**src/rtl/jtxcf_pkg.sv**
```systemverilog
// package for the transmit link configuration register bank
// assumes an APB slave with 32-bit data and byte addresses of 16 bits
package jtxcf_pkg;

  // bus and register geometry
  localparam int ADDR_W = 16;
  localparam int DATA_W = 32;

  // register indices; byte address is four times the index
  localparam logic [13:0] IDX_PLL   = 14'h056f;
  localparam logic [13:0] IDX_QUICK = 14'h0570;
  localparam logic [13:0] IDX_CTRL  = 14'h0571;
  localparam logic [15:0] ADDR_PLL   = {IDX_PLL, 2'b00};
  localparam logic [15:0] ADDR_QUICK = {IDX_QUICK, 2'b00};
  localparam logic [15:0] ADDR_CTRL  = {IDX_CTRL, 2'b00};

  // values after reset
  localparam logic [7:0] RST_QUICK = 8'h49;
  localparam logic [7:0] RST_CTRL  = 8'h14;

  // quick setup fields
  localparam int L_LSB = 6;
  localparam int M_LSB = 3;
  localparam int F_LSB = 0;

  // first control register fields
  localparam int STBY_BIT = 7;
  localparam int TAIL_BIT = 6;
  localparam int LTPL_BIT = 5;
  localparam int LSYN_BIT = 4;
  localparam int ILAS_LSB = 2;
  localparam int FACI_BIT = 1;
  localparam int PDN_BIT  = 0;

  // serializer state register field
  localparam int LOCK_BIT = 7;

  // alignment sequence mode codes
  localparam logic [1:0] ILAS_OFF  = 2'b00;
  localparam logic [1:0] ILAS_ONCE = 2'b01;
  localparam logic [1:0] ILAS_LOOP = 2'b11;

  typedef logic [7:0] jtxcf_byte_t;

endpackage : jtxcf_pkg

```
**src/rtl/jtxcf_cfg_if.sv**
```systemverilog
// carries stored register contents from the bus slave to the decoder
// assumes both ends sit on pclk with the same clock enable
`timescale 1ns/10ps
interface jtxcf_cfg_if;
  import jtxcf_pkg::*;
  jtxcf_byte_t quick_q;
  jtxcf_byte_t ctrl_q;
  logic        ce;
  modport src (output quick_q, output ctrl_q, output ce);
  modport dst (input quick_q, input ctrl_q, input ce);
endinterface : jtxcf_cfg_if

```
**src/rtl/jtxcf_regs.sv**
```systemverilog
// Operation
// - lanes equal two to lane field, reset 1
// - converters equal two to field, reset 1
// - octets per frame two to field
// - standby sends zeros or sync characters
// - test bit sends long test samples
// - sync bit selects dual alignment characters
// - mode 00 skips, 01 sends sequence once
// - mode 11 repeats sequence forever
// - alignment insertion on unless debug bit
//
// top of the transmit link configuration register bank, APB slave
// assumes APB master on pclk; lock pin is asynchronous to pclk
//
// Design decision made here: register access over APB.
`timescale 1ns/10ps
module jtxcf_regs (
  input  wire logic                    pclk,
  input  wire logic                    presetn,
  input  wire logic                    ce,
  input  wire logic                    psel,
  input  wire logic                    penable,
  input  wire logic                    pwrite,
  input  wire logic [jtxcf_pkg::ADDR_W-1:0] paddr,
  input  wire logic [jtxcf_pkg::DATA_W-1:0] pwdata,
  input  wire logic [3:0]              pstrb,
  input  wire logic                    pll_lock_pin,
  output logic [jtxcf_pkg::DATA_W-1:0] prdata,
  output logic                         pready,
  output logic                         pslverr,
  output logic [3:0]                   lane_num,
  output logic [7:0]                   conv_num,
  output logic [7:0]                   octet_num,
  output logic                         stby_sync_chars,
  output logic                         tail_pn_en,
  output logic                         ltpl_test_en,
  output logic                         fa_dual_chars,
  output logic                         ilas_once,
  output logic                         dl_test_mode,
  output logic                         fa_insert_en,
  output logic                         link_pdn
);
  import jtxcf_pkg::*;

  jtxcf_byte_t quick_q;
  jtxcf_byte_t ctrl_q;
  logic        pready_q;
  logic        pslverr_q;
  logic [DATA_W-1:0] prdata_q;
  logic        lock_s1_q;
  logic        lock_s2_q;
  logic        lock_s3_q;
  logic        lock_q;

  //////////////////////////////////////////////////////////////////////
  // address decode and phase qualifiers
  wire logic hit_quick = (paddr == ADDR_QUICK);
  wire logic hit_ctrl  = (paddr == ADDR_CTRL);
  wire logic hit_pll   = (paddr == ADDR_PLL);
  wire logic hit_any   = hit_quick | hit_ctrl | hit_pll;
  wire logic setup_ph  = psel & ~penable;
  wire logic commit    = psel & penable & pready_q;
  // answer owed: a setup edge missed while ce was low is still answered
  wire logic answer_d  = psel & ~pready_q;
  // writes need lane 0 strobe; status is read-only and errors on write
  wire logic wr_ok     = commit & pwrite & pstrb[0];
  wire logic wr_quick  = wr_ok & hit_quick;
  wire logic wr_ctrl   = wr_ok & hit_ctrl;
  wire logic err_d     = ~hit_any | (pwrite & hit_pll);

  // read mux, upper bits read zero
  wire jtxcf_byte_t pll_view = jtxcf_byte_t'({lock_q, 7'h00});
  wire jtxcf_byte_t rd_byte  = hit_quick ? quick_q :
                               hit_ctrl  ? ctrl_q  :
                               hit_pll   ? pll_view : 8'h00;
  wire logic [DATA_W-1:0] rd_word = {24'h00_0000, rd_byte};

  //////////////////////////////////////////////////////////////////////
  // answer registers: ready in the first access cycle
  always_ff @(posedge pclk or negedge presetn) begin
    if (!presetn) begin
      pready_q  <= 1'b0;
      pslverr_q <= 1'b0;
      prdata_q  <= 32'h0000_0000;
    end else if (ce) begin
      pready_q  <= answer_d;
      pslverr_q <= answer_d & err_d;
      prdata_q  <= (answer_d & ~pwrite) ? rd_word : 32'h0000_0000;
    end
  end

  //////////////////////////////////////////////////////////////////////
  // quick setup register
  // lane, converter and octet fields stored
  always_ff @(posedge pclk or negedge presetn) begin
    if (!presetn) begin
      quick_q <= RST_QUICK;
    end else if (ce && wr_quick) begin
      quick_q <= pwdata[7:0];
    end
  end

  always_ff @(posedge pclk or negedge presetn) begin
    if (!presetn) begin
      ctrl_q <= RST_CTRL;
    end else if (ce && wr_ctrl) begin
      ctrl_q <= pwdata[7:0];
    end
  end

  //////////////////////////////////////////////////////////////////////
  // lock pin synchroniser, change counts when stages two and three agree
  always_ff @(posedge pclk or negedge presetn) begin
    if (!presetn) begin
      lock_s1_q <= 1'b0;
      lock_s2_q <= 1'b0;
      lock_s3_q <= 1'b0;
      lock_q    <= 1'b0;
    end else if (ce) begin
      lock_s1_q <= pll_lock_pin;
      lock_s2_q <= lock_s1_q;
      lock_s3_q <= lock_s2_q;
      if (lock_s2_q == lock_s3_q) begin
        lock_q <= lock_s3_q;
      end
    end
  end

  //////////////////////////////////////////////////////////////////////
  // decoder fed through the carrier interface
  jtxcf_cfg_if cfg_bus ();
  assign cfg_bus.quick_q = quick_q;
  assign cfg_bus.ctrl_q  = ctrl_q;
  assign cfg_bus.ce      = ce;

  jtxcf_decode i_jtxcf_decode (
    .pclk            (pclk),
    .presetn         (presetn),
    .cfg             (cfg_bus),
    .lane_num        (lane_num),
    .conv_num        (conv_num),
    .octet_num       (octet_num),
    .stby_sync_chars (stby_sync_chars),
    .tail_pn_en      (tail_pn_en),
    .ltpl_test_en    (ltpl_test_en),
    .fa_dual_chars   (fa_dual_chars),
    .ilas_once       (ilas_once),
    .dl_test_mode    (dl_test_mode),
    .fa_insert_en    (fa_insert_en),
    .link_pdn        (link_pdn)
  );

  assign prdata  = prdata_q;
  assign pready  = pready_q;
  assign pslverr = pslverr_q;

  //////////////////////////////////////////////////////////////////////
  // bus and register checks
  ready_timing_a: assert property (@(posedge pclk) disable iff (!presetn)
    ce && setup_ph |=> pready)
    else $error("no ready one cycle after setup");
  ready_once_a: assert property (@(posedge pclk) disable iff (!presetn)
    pready && ce |=> !pready)
    else $error("ready held longer than one cycle");
  quick_write_a: assert property (@(posedge pclk) disable iff (!presetn)
    ce && wr_quick |=> quick_q == $past(pwdata[7:0]))
    else $error("quick setup write lost");
  ctrl_write_a: assert property (@(posedge pclk) disable iff (!presetn)
    ce && wr_ctrl ##1 ce |=> stby_sync_chars == $past(pwdata[STBY_BIT], 2))
    else $error("standby select not applied");
  tail_path_a: assert property (@(posedge pclk) disable iff (!presetn)
    ce && wr_ctrl ##1 ce |=> tail_pn_en == $past(pwdata[TAIL_BIT], 2))
    else $error("tail fill enable not applied");
  test_path_a: assert property (@(posedge pclk) disable iff (!presetn)
    ce && wr_ctrl ##1 ce |=> ltpl_test_en == $past(pwdata[LTPL_BIT], 2))
    else $error("test sample enable not applied");
  unmapped_err_a: assert property (@(posedge pclk) disable iff (!presetn)
    ce && setup_ph && !hit_any |=> pslverr && prdata == 32'h0000_0000)
    else $error("unmapped address not refused");
  // paths from a control write to the decoded controls
  dual_path_a: assert property (@(posedge pclk) disable iff (!presetn)
    ce && wr_ctrl ##1 ce |=> fa_dual_chars == $past(pwdata[LSYN_BIT], 2))
    else $error("alignment character select not applied");
  once_path_a: assert property (@(posedge pclk) disable iff (!presetn)
    ce && wr_ctrl ##1 ce |=> ilas_once == ($past(pwdata[ILAS_LSB +: 2], 2) == ILAS_ONCE))
    else $error("single sequence mode not applied");
  loop_path_a: assert property (@(posedge pclk) disable iff (!presetn)
    ce && wr_ctrl ##1 ce |=> dl_test_mode == ($past(pwdata[ILAS_LSB +: 2], 2) == ILAS_LOOP))
    else $error("repeated sequence mode not applied");
  insert_path_a: assert property (@(posedge pclk) disable iff (!presetn)
    ce && wr_ctrl ##1 ce |=> fa_insert_en == !$past(pwdata[FACI_BIT], 2))
    else $error("alignment insertion not applied");
  // bus refusals, late answers, read data and lock filter
  late_ready_a: assert property (@(posedge pclk) disable iff (!presetn)
    ce && psel && penable && !pready |=> pready)
    else $error("access without ready not answered");
  status_refuse_a: assert property (@(posedge pclk) disable iff (!presetn)
    ce && setup_ph && pwrite && hit_pll |=> pslverr)
    else $error("status write not refused");
  strobe_mask_a: assert property (@(posedge pclk) disable iff (!presetn)
    ce && commit && pwrite && !pstrb[0] |=> $stable(quick_q) && $stable(ctrl_q))
    else $error("write without lane 0 strobe stored");
  ctrl_read_a: assert property (@(posedge pclk) disable iff (!presetn)
    ce && setup_ph && !pwrite && hit_ctrl |=> prdata == {24'h00_0000, $past(ctrl_q)})
    else $error("control register read data wrong");
  lock_follow_a: assert property (@(posedge pclk) disable iff (!presetn)
    ce && lock_s2_q == lock_s3_q |=> lock_q == $past(lock_s3_q))
    else $error("lock status not following agreed stages");
  write_cover_c: cover property (@(posedge pclk) disable iff (!presetn) wr_ctrl);
  read_cover_c: cover property (@(posedge pclk) disable iff (!presetn)
    commit && !pwrite && hit_quick);
  lock_cover_c: cover property (@(posedge pclk) disable iff (!presetn) $rose(lock_q));
endmodule : jtxcf_regs

```
**src/rtl/jtxcf_decode.sv**
```systemverilog
// registered decode of the link configuration into framer controls
// assumes register contents arrive on pclk through jtxcf_cfg_if
`timescale 1ns/10ps
module jtxcf_decode (
  input  wire logic  pclk,
  input  wire logic  presetn,
  jtxcf_cfg_if.dst   cfg,
  output logic [3:0] lane_num,
  output logic [7:0] conv_num,
  output logic [7:0] octet_num,
  output logic       stby_sync_chars,
  output logic       tail_pn_en,
  output logic       ltpl_test_en,
  output logic       fa_dual_chars,
  output logic       ilas_once,
  output logic       dl_test_mode,
  output logic       fa_insert_en,
  output logic       link_pdn
);
  import jtxcf_pkg::*;

  //////////////////////////////////////////////////////////////////////
  // field extraction
  wire logic [1:0] lane_code = cfg.quick_q[L_LSB +: 2];
  wire logic [2:0] conv_code = cfg.quick_q[M_LSB +: 3];
  wire logic [2:0] oct_code  = cfg.quick_q[F_LSB +: 3];
  wire logic [1:0] ilas_code = cfg.ctrl_q[ILAS_LSB +: 2];

  wire logic [3:0] lane_d  = 4'h1 << lane_code;
  wire logic [7:0] conv_d  = 8'h01 << conv_code;
  wire logic [7:0] oct_d   = 8'h01 << oct_code;

  //////////////////////////////////////////////////////////////////////
  // output registers, frozen while ce is low
  always_ff @(posedge pclk or negedge presetn) begin
    if (!presetn) begin
      lane_num        <= 4'h2;
      conv_num        <= 8'h02;
      octet_num       <= 8'h02;
      stby_sync_chars <= 1'b0;
      tail_pn_en      <= 1'b0;
      ltpl_test_en    <= 1'b0;
      fa_dual_chars   <= 1'b1;
      ilas_once       <= 1'b1;
      dl_test_mode    <= 1'b0;
      fa_insert_en    <= 1'b1;
      link_pdn        <= 1'b0;
    end else if (cfg.ce) begin
      lane_num        <= lane_d;
      conv_num        <= conv_d;
      octet_num       <= oct_d;
      stby_sync_chars <= cfg.ctrl_q[STBY_BIT];
      tail_pn_en      <= cfg.ctrl_q[TAIL_BIT];
      ltpl_test_en    <= cfg.ctrl_q[LTPL_BIT];
      fa_dual_chars   <= cfg.ctrl_q[LSYN_BIT];
      ilas_once       <= (ilas_code == ILAS_ONCE);
      dl_test_mode    <= (ilas_code == ILAS_LOOP);
      fa_insert_en    <= ~cfg.ctrl_q[FACI_BIT];
      link_pdn        <= cfg.ctrl_q[PDN_BIT];
    end
  end

  //////////////////////////////////////////////////////////////////////
  // checks on decode
  lane_decode_a: assert property (@(posedge pclk) disable iff (!presetn)
    cfg.ce |=> lane_num == (4'h1 << $past(lane_code)))
    else $error("lane count does not follow lane field");
  conv_decode_a: assert property (@(posedge pclk) disable iff (!presetn)
    cfg.ce |=> conv_num == (8'h01 << $past(conv_code)))
    else $error("converter count does not follow field");
  octet_decode_a: assert property (@(posedge pclk) disable iff (!presetn)
    cfg.ce && oct_code == 3'h3 |=> octet_num == 8'h08)
    else $error("octet count wrong for code 3");
  ilas_mode_a: assert property (@(posedge pclk) disable iff (!presetn)
    cfg.ce && ilas_code == ILAS_OFF |=> !ilas_once && !dl_test_mode)
    else $error("sequence not skipped for mode 00");
  loop_mode_a: assert property (@(posedge pclk) disable iff (!presetn)
    cfg.ce && ilas_code == ILAS_LOOP |=> dl_test_mode && !ilas_once)
    else $error("test mode not entered for mode 11");
  fa_insert_a: assert property (@(posedge pclk) disable iff (!presetn)
    cfg.ce |=> fa_insert_en != $past(cfg.ctrl_q[FACI_BIT]))
    else $error("alignment insertion enable inverted");
  freeze_hold_a: assert property (@(posedge pclk) disable iff (!presetn)
    !cfg.ce |=> $stable(fa_dual_chars) && $stable(stby_sync_chars) && $stable(lane_num))
    else $error("decode moved while clock enable low");
  loop_mode_c: cover property (@(posedge pclk) disable iff (!presetn) dl_test_mode);
endmodule : jtxcf_decode

```
**config.mk**
```make
export PLATFORM = sky130hd
export DESIGN_NAME = jtxcf_regs
export DESIGN_NICKNAME = d
export VERILOG_FILES = /design/src/rtl/jtxcf_pkg.sv /design/src/rtl/jtxcf_cfg_if.sv /design/src/rtl/jtxcf_regs.sv /design/src/rtl/jtxcf_decode.sv
export SDC_FILE = /design/constraint.sdc
export NUM_CORES = 1
export LEC_CHECK = 0
export BUFFER_PORTS_ARGS = -buffer_cell sky130_fd_sc_hd__buf_2
export CAP_MARGIN = 20
export CORE_MARGIN = 4
export CORE_UTILIZATION = 43
export CTS_BUF_LIST = sky130_fd_sc_hd__clkbuf_8
export CTS_CLUSTER_DIAMETER = 200
export CTS_CLUSTER_SIZE = 25
export DETAILED_ROUTE_END_ITERATION = 10
export PLACE_DENSITY = 0.78
export SYNTH_ARGS = -nofsm -noshare
export SYNTH_HDL_FRONTEND = slang
export SYNTH_SLANG_ARGS = --single-unit
```
**constraint.sdc**
```tcl
create_clock -name pclk -period 1.8 [get_ports pclk]
set_input_delay 0.09 -clock pclk [delete_from_list [all_inputs] [get_ports pclk]]
set_output_delay 0.09 -clock pclk [all_outputs]
set_load 0.005 [all_outputs]
```
After elaboration in Yosys (flattened, before gate mapping)
Index checks and enable logic that the tools add are counted.
{"block": "word_totals", "reg_bits": 82, "inputBits": 59, "out_inout_bits": 62, "word_cells": 53}
{"block": "op_classes", "eq_ne": 6, "n_shift": 3, "n_mux": 4, "n_bitwise": 17, "reduce_logical": 3}
{"op": "16-bit by 13-bit equality test with 1-bit output (second input constant)", "count": 3}
{"op": "8-bit 2-to-1 mux", "count": 4}
{"op": "1-bit by 3-bit << shifter with 8-bit output (first input constant)", "count": 2}
{"op": "1-bit AND", "count": 10}
{"op": "1-bit NOT", "count": 4}
{"op": "1-bit by 2-bit << shifter with 4-bit output (first input constant)", "count": 1}
{"op": "1-bit OR", "count": 3}
{"op": "2-bit by 1-bit equality test with 1-bit output (second input constant)", "count": 1}
{"op": "2-bit equality test (second input constant)", "count": 1}
{"op": "1-bit logical AND", "count": 2}
{"op": "2-bit AND reduction", "count": 1}
{"op": "1-bit equality test", "count": 1}

Logic depth before layout (Yosys ltp)
Gate-level depths: netlist (run 1).
{"block": "logic_depth", "word_depth": 6, "mapped_depth": 6}

Modules after synthesis
Synthesis (run 1) repeated with hierarchy kept, for this count alone.
{"block": "hier_totals", "hier_cells": 226, "hier_area_um2": 2710.1}
{"mod": "jtxcf_regs", "n_inst": 1, "cells_per_inst": 124, "area_each_um2": 1529.0, "seq_area_each_um2": 757.0}
{"mod": "jtxcf_decode", "n_inst": 1, "cells_per_inst": 102, "area_each_um2": 1181.1, "seq_area_each_um2": 708.2}

Worst setup path before layout (run 1)
No wires, ideal clock.
{"block": "synth_path", "kind": "input -> register", "from": "input port paddr[15] (netlist name)", "to": "register ctrl_q[1] (netlist: cfg_bus.ctrl_q[1])", "arrival_time_ps": 1616, "required_time_ps": 1675, "setup_slack_ps": 59, "cell_stages": 5, "path_buffers": 1, "path_cell_list": "or4_4 -> nor4_2 -> and4_2 -> buf_6 -> mux2_2"}
{"block": "synth_via", "elab_chain_cells": 3}
{"element": "start, declared", "line": "jtxcf_regs.sv:24", "text": "input wire logic [jtxcf_pkg::ADDR_W-1:0] paddr,"}
{"element": "16-bit by 13-bit equality test with 1-bit output", "line": "jtxcf_regs.sv:58", "text": "wire logic hit_ctrl = (paddr == ADDR_CTRL);"}
{"element": "1-bit AND", "line": "jtxcf_regs.sv:68", "text": "wire logic wr_ctrl = wr_ok & hit_ctrl;"}
{"element": "1-bit logical AND", "line": "jtxcf_regs.sv:106", "text": "end else if (ce && wr_ctrl) begin"}
{"element": "end signal, assigned", "line": "jtxcf_regs.sv:107", "text": "ctrl_q <= pwdata[7:0];"}
{"element": "end, declared", "line": "jtxcf_regs.sv:46", "text": "jtxcf_byte_t ctrl_q;"}
Every way passes these cells.
A chain may end at the register's enable or synchronous reset.

Worst setup path after layout (run 1)
{"block": "layout_path", "from": "input port paddr[15] (netlist name)", "to": "register ctrl_q[7] (netlist: cfg_bus.ctrl_q[7])"}
Same word-level chain as after synthesis.

==> flow_metrics.env, run 1 <==
export IMPL_max_stage_delay_ns=0.53
export IMPL_cts_resized=0
export IMPL_max_freq_ghz=0.616
export IMPL_final_nets=362
export IMPL_drt_wirelength_per_cell_um=15.5
export IMPL_die_x_um=86.3
export IMPL_slowest_stage="or4_4"
export IMPL_p_comb_frac=0.071
export IMPL_ys_warn_count=0
export IMPL_overflow=0
export IMPL_clockBufferDepth=2
export IMPL_critical_path_max_fanout=8
export IMPL_drv_cap=0
export IMPL_vdd_ir_drop_max_mv=0.404
export IMPL_root_buffer="clkbuf_8"
export IMPL_cts_setup_buffers=0
export IMPL_power_leakage_nw=1.65
export IMPL_grt_pass1_wl_um=9500
export IMPL_grt_max_degree=24
export IMPL_endpoint="cfg_bus.ctrl_q[7]$_DFFE_PN0P_"
export IMPL_startpoint="paddr[15]"
export IMPL_status="complete, no violations"
export IMPL_insertion_delay_ns=0.33
export IMPL_drc=0
export IMPL_gp_congestion=0.789
export IMPL_critical_path_reg2reg_startpoint="pready$_DFFE_PN0P_"
export IMPL_end_kind="flop"
export IMPL_critical_path_top_delay_family="simple AND/OR/NAND/NOR gates"
export IMPL_io_pins=121
export IMPL_ys_ff_latch=58
export IMPL_hold_violations=0
export IMPL_internal_power_mw=2.05
export IMPL_n_antenna_cell=0
export IMPL_multi_input_area_um2=975
export IMPL_avgSynthCellArea_um2=12.1
export IMPL_p_sw_frac=0.229
export IMPL_fillers=521
export IMPL_vias=1943
export IMPL_dp_hpwl_um=4350
export IMPL_die_area_um2=7440
export IMPL_fin_worst_skew_ns=0.00492
export IMPL_period_minus_slack_ns=1.62
export IMPL_place_inst=361
export IMPL_worstHoldPathType="input port to flop"
export IMPL_clkPwrFrac=0.419
export IMPL_cts_tree="done"
export IMPL_drt_iter0_drc=71
export IMPL_cellPowerDensity_nw_per_um2=816
export IMPL_crit_chain="buf_2, or4_4, nor4_2, and4_2, mux2_2"
export IMPL_final_cell_count_no_fill=382
export IMPL_syn_to_final_growth_pct=23.8
export IMPL_clk_pin_slew_ns=0.06
export IMPL_reg2reg_depth=4
export IMPL_crit_cells=5
export IMPL_drt_total_wl_um=5910
export IMPL_antenna_violating_nets_post_route=0
export IMPL_p_seq_frac=0.509
export IMPL_antenna_found_initial=0
export IMPL_utilization=0.551
export IMPL_ys_types=36
export IMPL_power_switching_mw=0.609
export IMPL_grt_pass1_vias=1957
export IMPL_path_class="input port to flop"
export IMPL_numPortBuffers=69
export IMPL_drive_above_1_share=0.430
export IMPL_synthCells=218
export IMPL_synth_edff_count=0
export IMPL_rsz0062_at_grt="false"
export IMPL_ys_flop_type="dfrtp_1"
export IMPL_coreArea_um2=5920
export IMPL_synthArstFlopShare=1.00
export IMPL_cts_hold_buf=6
export IMPL_viasPerCell=5.09
export IMPL_die_h_um=86.3
export IMPL_finalMaxSlewViolations=0
export IMPL_timing_final_crit_share=0.902
export IMPL_crit_arrival_ns=1.84
export IMPL_min_delay_start="pwdata[5]"
export IMPL_finalSetupTns_ns=0
export IMPL_synth_area_um2=2640
export IMPL_setup_viol=0
export IMPL_r2r_setup_slack_ns=0.19
export IMPL_ff_latch_area_um2=1470
export IMPL_dr_pass1_iters=4
export IMPL_cp_required_ns=2.01
export IMPL_yosysSeqAreaShare=0.556
export IMPL_cts_sinks=58
export IMPL_numCtsBuffers=9
export IMPL_initial_core_util=0.445
export IMPL_rows=28
export IMPL_grt_use_total=0.167
export IMPL_reg2reg_to="cfg_bus.ctrl_q[7]$_DFFE_PN0P_"
export IMPL_h_tree_depth=3
export IMPL_hold_ws_ns=0.0190
export IMPL_cp_start_kind="input port"
export IMPL_crit_buf_inv=1
[stage by stage]
stage          worst slack [ns]  power, mW  cell area [um^2]
2_1_floorplan            0.0589       1.49              2720
3_3_place_gp             -0.129       1.55              3010
3_5_place_dp             -0.158       1.56              3010
4_1_cts                   0.180       2.70              3260
5_1_grt                  0.0363       2.79              3260
6_report                  0.176       2.66              3260
[registers in the layout (all words and copies together) (netlist names)]
register and cells:
lock_s2_q 1, lock_q 1, i_jtxcf_decode.tail_pn_en 1, lock_s3_q 1, lock_s1_q 1, i_jtxcf_decode.ilas_once 1
i_jtxcf_decode.fa_insert_en 1, prdata 8, i_jtxcf_decode.ltpl_test_en 1, i_jtxcf_decode.lane_num 4, pslverr 1, i_jtxcf_decode.stby_sync_chars 1
cfg_bus.quick_q 8, i_jtxcf_decode.link_pdn 1, cfg_bus.ctrl_q 8, i_jtxcf_decode.octet_num 8, i_jtxcf_decode.fa_dual_chars 1, i_jtxcf_decode.dl_test_mode 1
i_jtxcf_decode.conv_num 8, pready 1
[power groups by stage]
| stage | registers, mW | clock network [mW] | logic, mW |
|---|---|---|---|
| 2_1_floorplan | 1.37 | 0 | 0.117 |
| 3_3_place_gp | 1.38 | 0 | 0.175 |
| 3_5_place_dp | 1.38 | 0 | 0.182 |
| 4_1_cts | 1.36 | 1.15 | 0.193 |
| 5_1_grt | 1.36 | 1.21 | 0.217 |
| 6_report | 1.36 | 1.12 | 0.190 |
[cell usage after synthesis (3+ instances only)]
| cell type | n | area [um^2] |
|---|---|---|
| a32o_1 | 4 | 40.0 |
| buf_4 | 24 | 180 |
| clkbuf_1 | 9 | 33.8 |
| dfrtp_1 | 47 | 1180 |
| dfstp_2 | 11 | 289 |
| inv_1 | 13 | 48.8 |
| mux2_2 | 22 | 248 |
| mux2i_1 | 8 | 80.1 |
| nand2_1 | 12 | 45.0 |
| nand2b_1 | 5 | 31.3 |
| nand3_1 | 3 | 15.0 |
| nand3b_1 | 4 | 30.0 |
| nand4_1 | 3 | 18.8 |
| nor2_1 | 3 | 11.3 |
| o21ai_0 | 12 | 60.1 |
| o2bb2ai_1 | 15 | 131 |
| o32ai_1 | 4 | 35.0 |
[placed cells by master, fill, tap and decap left out, drive strengths merged, types with 4 or more instances in the layout]
cell | netlist | routed
buf | 26 | 80
dfrtp | 47 | 47
conb | 1 | 24
mux2 | 23 | 23
o2bb2ai | 15 | 15
inv | 13 | 13
clkbuf | 9 | 13
nand2 | 12 | 12
o21ai | 12 | 12
dfstp | 11 | 11
mux2i | 8 | 8
dlygate4sd3 | 0 | 6
nand2b | 5 | 5
nand3b | 4 | 4
o32ai | 4 | 4
a32o | 4 | 4
[area by class of cell]
type / instances / area share
sequential: 58 / 0.449
multi-input combinational: 134 / 0.299
timing repair buffer: 86 / 0.150
clock buffer: 13 / 0.0548
tap: 75 / 0.0288
inverter: 14 / 0.0161
clock inverter: 2 / 0.00307
[cell families after synthesis]
kind of cell	Yosys count	share of synthesized area
other cells	1	0.00142
mux	31	0.129
simple gates	40	0.0950
compound gates	39	0.112
flops	58	0.556
buf+inv	49	0.107
[worst reg2reg max path, cell delays in order, from the launching register on]
cell and delay (ns):
dfrtp_1 0.38, nand4_1 0.11, nor4_2 0.22, and4_2 0.42, mux2_2 0.37
[layer usage]
layer	wire, um	GRT usage	up-vias
li1	-	-	901
met1	2620	0.217	960
met2	2740	0.261	76
met3	479	0.0513	6
met4	70	0.0680	0
met5	0	0	-
[worst min path at each step]
stage,end,depth (start not counted),slack [ns]
5_1_grt,cfg_bus.ctrl_q[1]$_DFFE_PN0P_,2,0.007
6_report,cfg_bus.ctrl_q[5]$_DFFE_PN0P_,2,0.02
3_5_place_dp,i_jtxcf_decode.lane_num[3]$_DFFE_PN0P_,1,0.05
4_1_cts,cfg_bus.quick_q[2]$_DFFE_PN0P_,2,0.006
2_1_floorplan,cfg_bus.ctrl_q[0]$_DFFE_PN0P_,0,-0.21
3_3_place_gp,i_jtxcf_decode.lane_num[3]$_DFFE_PN0P_,1,0.04
Power figures use the tool's default switching activity.
==> inputs of run 2 (changes only) <==
Settings changed: CORE_UTILIZATION 43 to 45, PLACE_DENSITY 0.78 to 0.81.
==> flow_metrics.env, run 2 (synthesis results as in run 1) <==
export IMPL_status="complete, no violations"
export IMPL_power_leakage_nw=1.65
export IMPL_dp_hpwl_um=3960
export IMPL_drt_wirelength_per_cell_um=15.2
export IMPL_hold_violations=0
export IMPL_relSlewSlack=0.528
export IMPL_clockBufferDepth=2
export IMPL_utilization=0.580
export IMPL_numPortBuffers=69
export IMPL_cp_required_ns=2.01
export IMPL_die_x_um=84.5
export IMPL_cellPowerDensity_nw_per_um2=825
export IMPL_initial_core_util=0.470
export IMPL_grt_max_degree=59
export IMPL_slowest_stage="or4_4"
export IMPL_gp_congestion=0.783
export IMPL_grt_use_total=0.168
export IMPL_die_h_um=84.5
export IMPL_finalSetupTns_ns=0
export IMPL_rows=27
export IMPL_grt_pass1_vias=1962
export IMPL_numCtsBuffers=9
export IMPL_clk_pin_slew_ns=0.06
export IMPL_layout_commonest_cell="buf_2"
export IMPL_grt_pass1_wl_um=9480
export IMPL_crit_chain="buf_2, or4_4, nor4_2, and4_2, mux2_2"
export IMPL_final_nets=361
export IMPL_period_minus_slack_ns=1.60
export IMPL_die_area_um2=7140
export IMPL_finalPower_mw=2.68
export IMPL_end_kind="flop"
export IMPL_antenna_violating_nets_post_route=0
export IMPL_drive_above_1_share=0.417
export IMPL_viasPerCell=5.04
export IMPL_drv_cap=0
export IMPL_cts_sinks=58
export IMPL_n_antenna_cell=0
export IMPL_root_buffer="clkbuf_8"
export IMPL_max_stage_delay_ns=0.53
export IMPL_dr_pass1_iters=4
export IMPL_antenna_found_initial=0
export IMPL_cp_start_kind="input port"
export IMPL_finalMaxSlewViolations=0
export IMPL_vdd_ir_drop_max_mv=0.357
export IMPL_drt_total_wl_um=5750
export IMPL_syn_to_final_growth_pct=23.5
export IMPL_setup_viol=0
export IMPL_path_class="input port to flop"
export IMPL_max_freq_ghz=0.623
export IMPL_cts_tree="done"
export IMPL_crit_arrival_ns=1.82
export IMPL_drc=0
export IMPL_vias=1910
export IMPL_insertion_delay_ns=0.33
export IMPL_rsz0062_at_grt="false"
export IMPL_cts_setup_buffers=0
export IMPL_h_tree_depth=3
export IMPL_r2r_setup_slack_ns=0.22
export IMPL_fillers=508
export IMPL_io_pins=121
export IMPL_timing_final_crit_share=0.891
export IMPL_coreArea_um2=5610
export IMPL_fin_worst_skew_ns=0.00884
export IMPL_drt_iter0_drc=111
export IMPL_worstHoldPathType="input port to flop"
export IMPL_layout_common_cells="buf_2, dfrtp_1, conb_1"
export IMPL_overflow=0
export IMPL_critical_path_max_fanout=8
export IMPL_tightest_slew_ns=0.708
## run 2: cell count changes in the layout (fill, tap and decap cells not counted), sizes merged
cell,delta
dlygate4sd3,+1
buf,-2
bufinv,+1
inv,+3
clkbuf,-3
## run 2: critical path, delay by kind of cell
| family | cells | cell delay, ns |
|---|---|---|
| buffers and inverters | 1 | 0.10 |
| and+or+nand+nor | 3 | 1.27 |
| muxes | 1 | 0.37 |
## run 2: layout make-up
| class | instances | area [um^2] | area share |
|---|---|---|---|
| sequential | 58 | 1470 | 0.450 |
| multi-input combinational | 134 | 975 | 0.300 |
| timing repair buffer | 85 | 483 | 0.148 |
| clock buffer | 10 | 138 | 0.0423 |
| tap | 72 | 90.1 | 0.0277 |
| inverter | 14 | 52.6 | 0.0161 |
| clock inverter | 6 | 51.3 | 0.0158 |
## run 2: path summary, 6_finish.rpt
| kind | cells after the start | from | endpoint |
|---|---|---|---|
| max reg2reg | 4 | pready$_DFFE_PN0P_ | cfg_bus.ctrl_q[1]$_DFFE_PN0P_ |
| min | 2 | pwdata[5] | cfg_bus.ctrl_q[5]$_DFFE_PN0P_ |
| min reg2reg | 2 | i_jtxcf_decode.lane_num[1]$_DFFE_PN1P_ | i_jtxcf_decode.lane_num[1]$_DFFE_PN1P_ |
| min in group asynchronous | 3 | presetn | i_jtxcf_decode.lane_num[2]$_DFFE_PN0P_ |
| max in group asynchronous | 3 | presetn | cfg_bus.quick_q[4]$_DFFE_PN0P_ |
| max | 5 | paddr[15] | cfg_bus.ctrl_q[1]$_DFFE_PN0P_ |
## run 2: metal layers
metal  global-route usage  vias up  wire length, um
met1                0.213      924             2530
met4               0.0791        0              104
met2                0.264       80             2680
met5                    0        -                0
li1                     -      898                -
met3               0.0510        8              437
## run 2: where the power goes
part / internal (mW) / switching (mW) / leakage, nW / total [mW]
logic: 0.0778 / 0.110 / 0.792 / 0.187
clock network: 0.657 / 0.486 / 0.110 / 1.14
registers: 1.34 / 0.0181 / 0.749 / 1.35
## run 2: stage by stage
step / area, um^2 / hold WS, ns / worst slack, ns / cells
after floorplan: 2720 / -0.206 / 0.0589 / 241
after global placement: 3000 / 0.270 / -0.107 / 356
after detailed placement: 3000 / 0.272 / -0.147 / 356
after CTS: 3250 / 0.00501 / 0.196 / 379
after global routing: 3250 / 0.00801 / 0.127 / 379
final: 3250 / 0.0223 / 0.196 / 379
## run 2: repair_timing
item                      4_1_cts  5_1_grt
hold endpoints to repair       55        0
gates resized for setup         0        0
hold buffers                    7        0
==> inputs of run 3 (changes only) <==
Settings changed: ABC_AREA set to 1, PLACE_DENSITY 0.81 to 0.8.
==> flow_metrics.env, run 3 <==
export IMPL_ys_flop_type="dfrtp_1"
export IMPL_drt_iter0_drc=154
export IMPL_hold_violations=0
export IMPL_period_minus_slack_ns=1.32
export IMPL_crit_chain="nand3_1, nor2_2, nand3_4, nand2_1, o21ai_2"
export IMPL_tightest_slew_ns=0.704
export IMPL_synth_most_common_cell="nand2_1"
export IMPL_ff_latch_area_um2=1470
export IMPL_avgSynthCellArea_um2=8.48
export IMPL_crit_arrival_ns=1.53
export IMPL_max_freq_ghz=0.759
export IMPL_drt_wirelength_per_cell_um=13.0
export IMPL_cellPowerDensity_nw_per_um2=787
export IMPL_setup_viol=0
export IMPL_overflow=0
export IMPL_numCtsBuffers=9
export IMPL_numPortBuffers=69
export IMPL_synthCells=345
export IMPL_path_class="flop to flop"
export IMPL_antenna_found_initial=0
export IMPL_layout_common_cells="nand2_1, buf_2, dfrtp_1"
export IMPL_drv_cap=0
export IMPL_cp_start_kind="flop"
export IMPL_slowest_stage="dfrtp_1"
export IMPL_drive_above_1_share=0.315
export IMPL_synth_edff_count=0
export IMPL_rows=29
export IMPL_grt_max_degree=46
export IMPL_synth_area_um2=2930
export IMPL_hold_ws_ns=0.0233
export IMPL_netlist_area_leader_share=0.402
export IMPL_synthArstFlopShare=1.00
export IMPL_synthTopCellsByArea="dfrtp_1, nand2_1, dfstp_2"
export IMPL_root_buffer="clkbuf_8"
export IMPL_crit_buf_inv=0
export IMPL_clk_pin_slew_ns=0.07
export IMPL_power_leakage_nw=1.89
export IMPL_io_pins=121
export IMPL_ys_ff_latch=58
export IMPL_grt_pass1_vias=2258
export IMPL_n_antenna_cell=0
export IMPL_vdd_ir_drop_max_mv=0.485
export IMPL_timing_final_crit_share=0.732
export IMPL_utilization=0.549
export IMPL_ys_warn_count=0
export IMPL_critical_path_max_fanout=16
export IMPL_fin_worst_skew_ns=0.00949
export IMPL_fillers=613
export IMPL_viasPerCell=4.71
export IMPL_drc=0
export IMPL_clockBufferDepth=2
export IMPL_status="complete, no violations"
export IMPL_ys_types=23
export IMPL_dp_hpwl_um=4950
export IMPL_cts_setup_buffers=0
export IMPL_end_kind="flop"
export IMPL_relSlewSlack=0.530
export IMPL_dp_slack_ns=0.418
export IMPL_cp_required_ns=2.01
export IMPL_worstHoldPathType="input port to flop"
export IMPL_max_stage_delay_ns=0.37
export IMPL_yosysSeqAreaShare=0.501
export IMPL_drt_total_wl_um=6530
export IMPL_coreArea_um2=6350
export IMPL_layout_commonest_cell="nand2_1"
export IMPL_final_nets=480
export IMPL_cts_sinks=58
export IMPL_rsz0062_at_grt="false"
export IMPL_finalSetupTns_ns=0
export IMPL_syn_to_final_growth_pct=19.1
export IMPL_cts_tree="done"
export IMPL_finalMaxSlewViolations=0
export IMPL_gp_congestion=0.802
export IMPL_initial_core_util=0.461
export IMPL_vias=2368
export IMPL_die_x_um=88.6
export IMPL_insertion_delay_ns=0.33
export IMPL_die_h_um=88.6
export IMPL_critical_path_top_delay_family="simple AND/OR/NAND/NOR gates"
export IMPL_grt_pass1_wl_um=10500
export IMPL_synth_top_area_cell="dfrtp_1"
export IMPL_dr_pass1_iters=4
export IMPL_layout_setup_ws_ns=0.482
export IMPL_antenna_violating_nets_post_route=0
export IMPL_grt_use_total=0.176
export IMPL_h_tree_depth=3
export IMPL_yosys_top_cells_count="nand2_1, dfrtp_1, inv_1"
export IMPL_multi_input_area_um2=1140
export IMPL_die_area_um2=7860
-- run 3: cell count changes after synthesis, moves of 7 or more --
| cell | change |
|---|---|
| nand2_1 | +98 |
| inv_1 | +29 |
| mux2_2 | -22 |
| o21ai_0 | +18 |
| o21ai_2 | +16 |
| o2bb2ai_1 | -15 |
| nand3_1 | +14 |
| mux2i_1 | -8 |
| nand2_2 | +8 |
| nor2_1 | +7 |
-- run 3: tightest hold or removal path: cells and delay by family --
family / cells / cell delay (ns)
AO/OA/AOI/OAI: 1 / 0.07
buffers and inverters: 2 / 0.20
-- run 3: path summary, 6_finish.rpt --
check                                                            from                                    endpoint  slack [ns]  depth (start not counted)
max in group asynchronous                                     presetn      i_jtxcf_decode.lane_num[1]$_DFFE_PN1P_        0.89                          3
hold / removal                                              pwdata[0]              cfg_bus.quick_q[0]$_DFFE_PN1P_        0.02                          3
setup / recovery                                   pready$_DFFE_PN0P_              cfg_bus.quick_q[7]$_DFFE_PN0P_        0.48                          5
setup reg to reg                                   pready$_DFFE_PN0P_              cfg_bus.quick_q[7]$_DFFE_PN0P_        0.48                          5
min in group asynchronous                                     presetn     i_jtxcf_decode.octet_num[3]$_DFFE_PN0P_        0.27                          2
hold reg to reg            i_jtxcf_decode.stby_sync_chars$_DFFE_PN0P_  i_jtxcf_decode.stby_sync_chars$_DFFE_PN0P_        0.48                          2
-- run 3: logic make-up (layout without fill, tap and decap cells) --
logic type,count (synthesis),after routing,share of synthesized area
simple gates,157,157,0.249
buf+inv,77,135,0.139
flops,58,58,0.501
compound gates,52,52,0.110
other cells,1,24,0.00128
-- run 3: through the flow --
stage | cells | total power, mW | cell area [um^2]
after floorplan | 368 | 1.50 | 3010
after global placement | 483 | 1.55 | 3240
after detailed placement | 483 | 1.56 | 3240
after CTS | 503 | 2.77 | 3490
after global routing | 503 | 2.86 | 3490
final | 503 | 2.74 | 3490
-- run 3: layout make-up --
class                      instances  share of cell area
clock buffer                      11              0.0434
clock inverter                     5              0.0154
inverter                          44              0.0474
multi-input combinational        233               0.327
sequential                        58               0.420
tap                               77              0.0276
timing repair buffer              75               0.118
-- run 3: power by group --
group / switching [mW] / total, mW / internal, mW / leakage [nW]
clock network: 0.493 / 1.20 / 0.706 / 0.103
logic: 0.133 / 0.203 / 0.0695 / 1.04
registers: 0.0135 / 1.34 / 1.33 / 0.753
-- run 3: timing repair --
item / in CTS / in global routing
hold endpoints to repair: 18 / 0
resized for setup: 0 / 0
hold buffers: 4 / 0
-- run 3: metal layers --
layer,GRT usage,vias to the layer above,share of wire
met4,0.0907,0,0.023
met5,0,-,0
met3,0.0475,15,0.065
li1,-,1174,-
met1,0.228,1098,0.43
met2,0.269,81,0.48
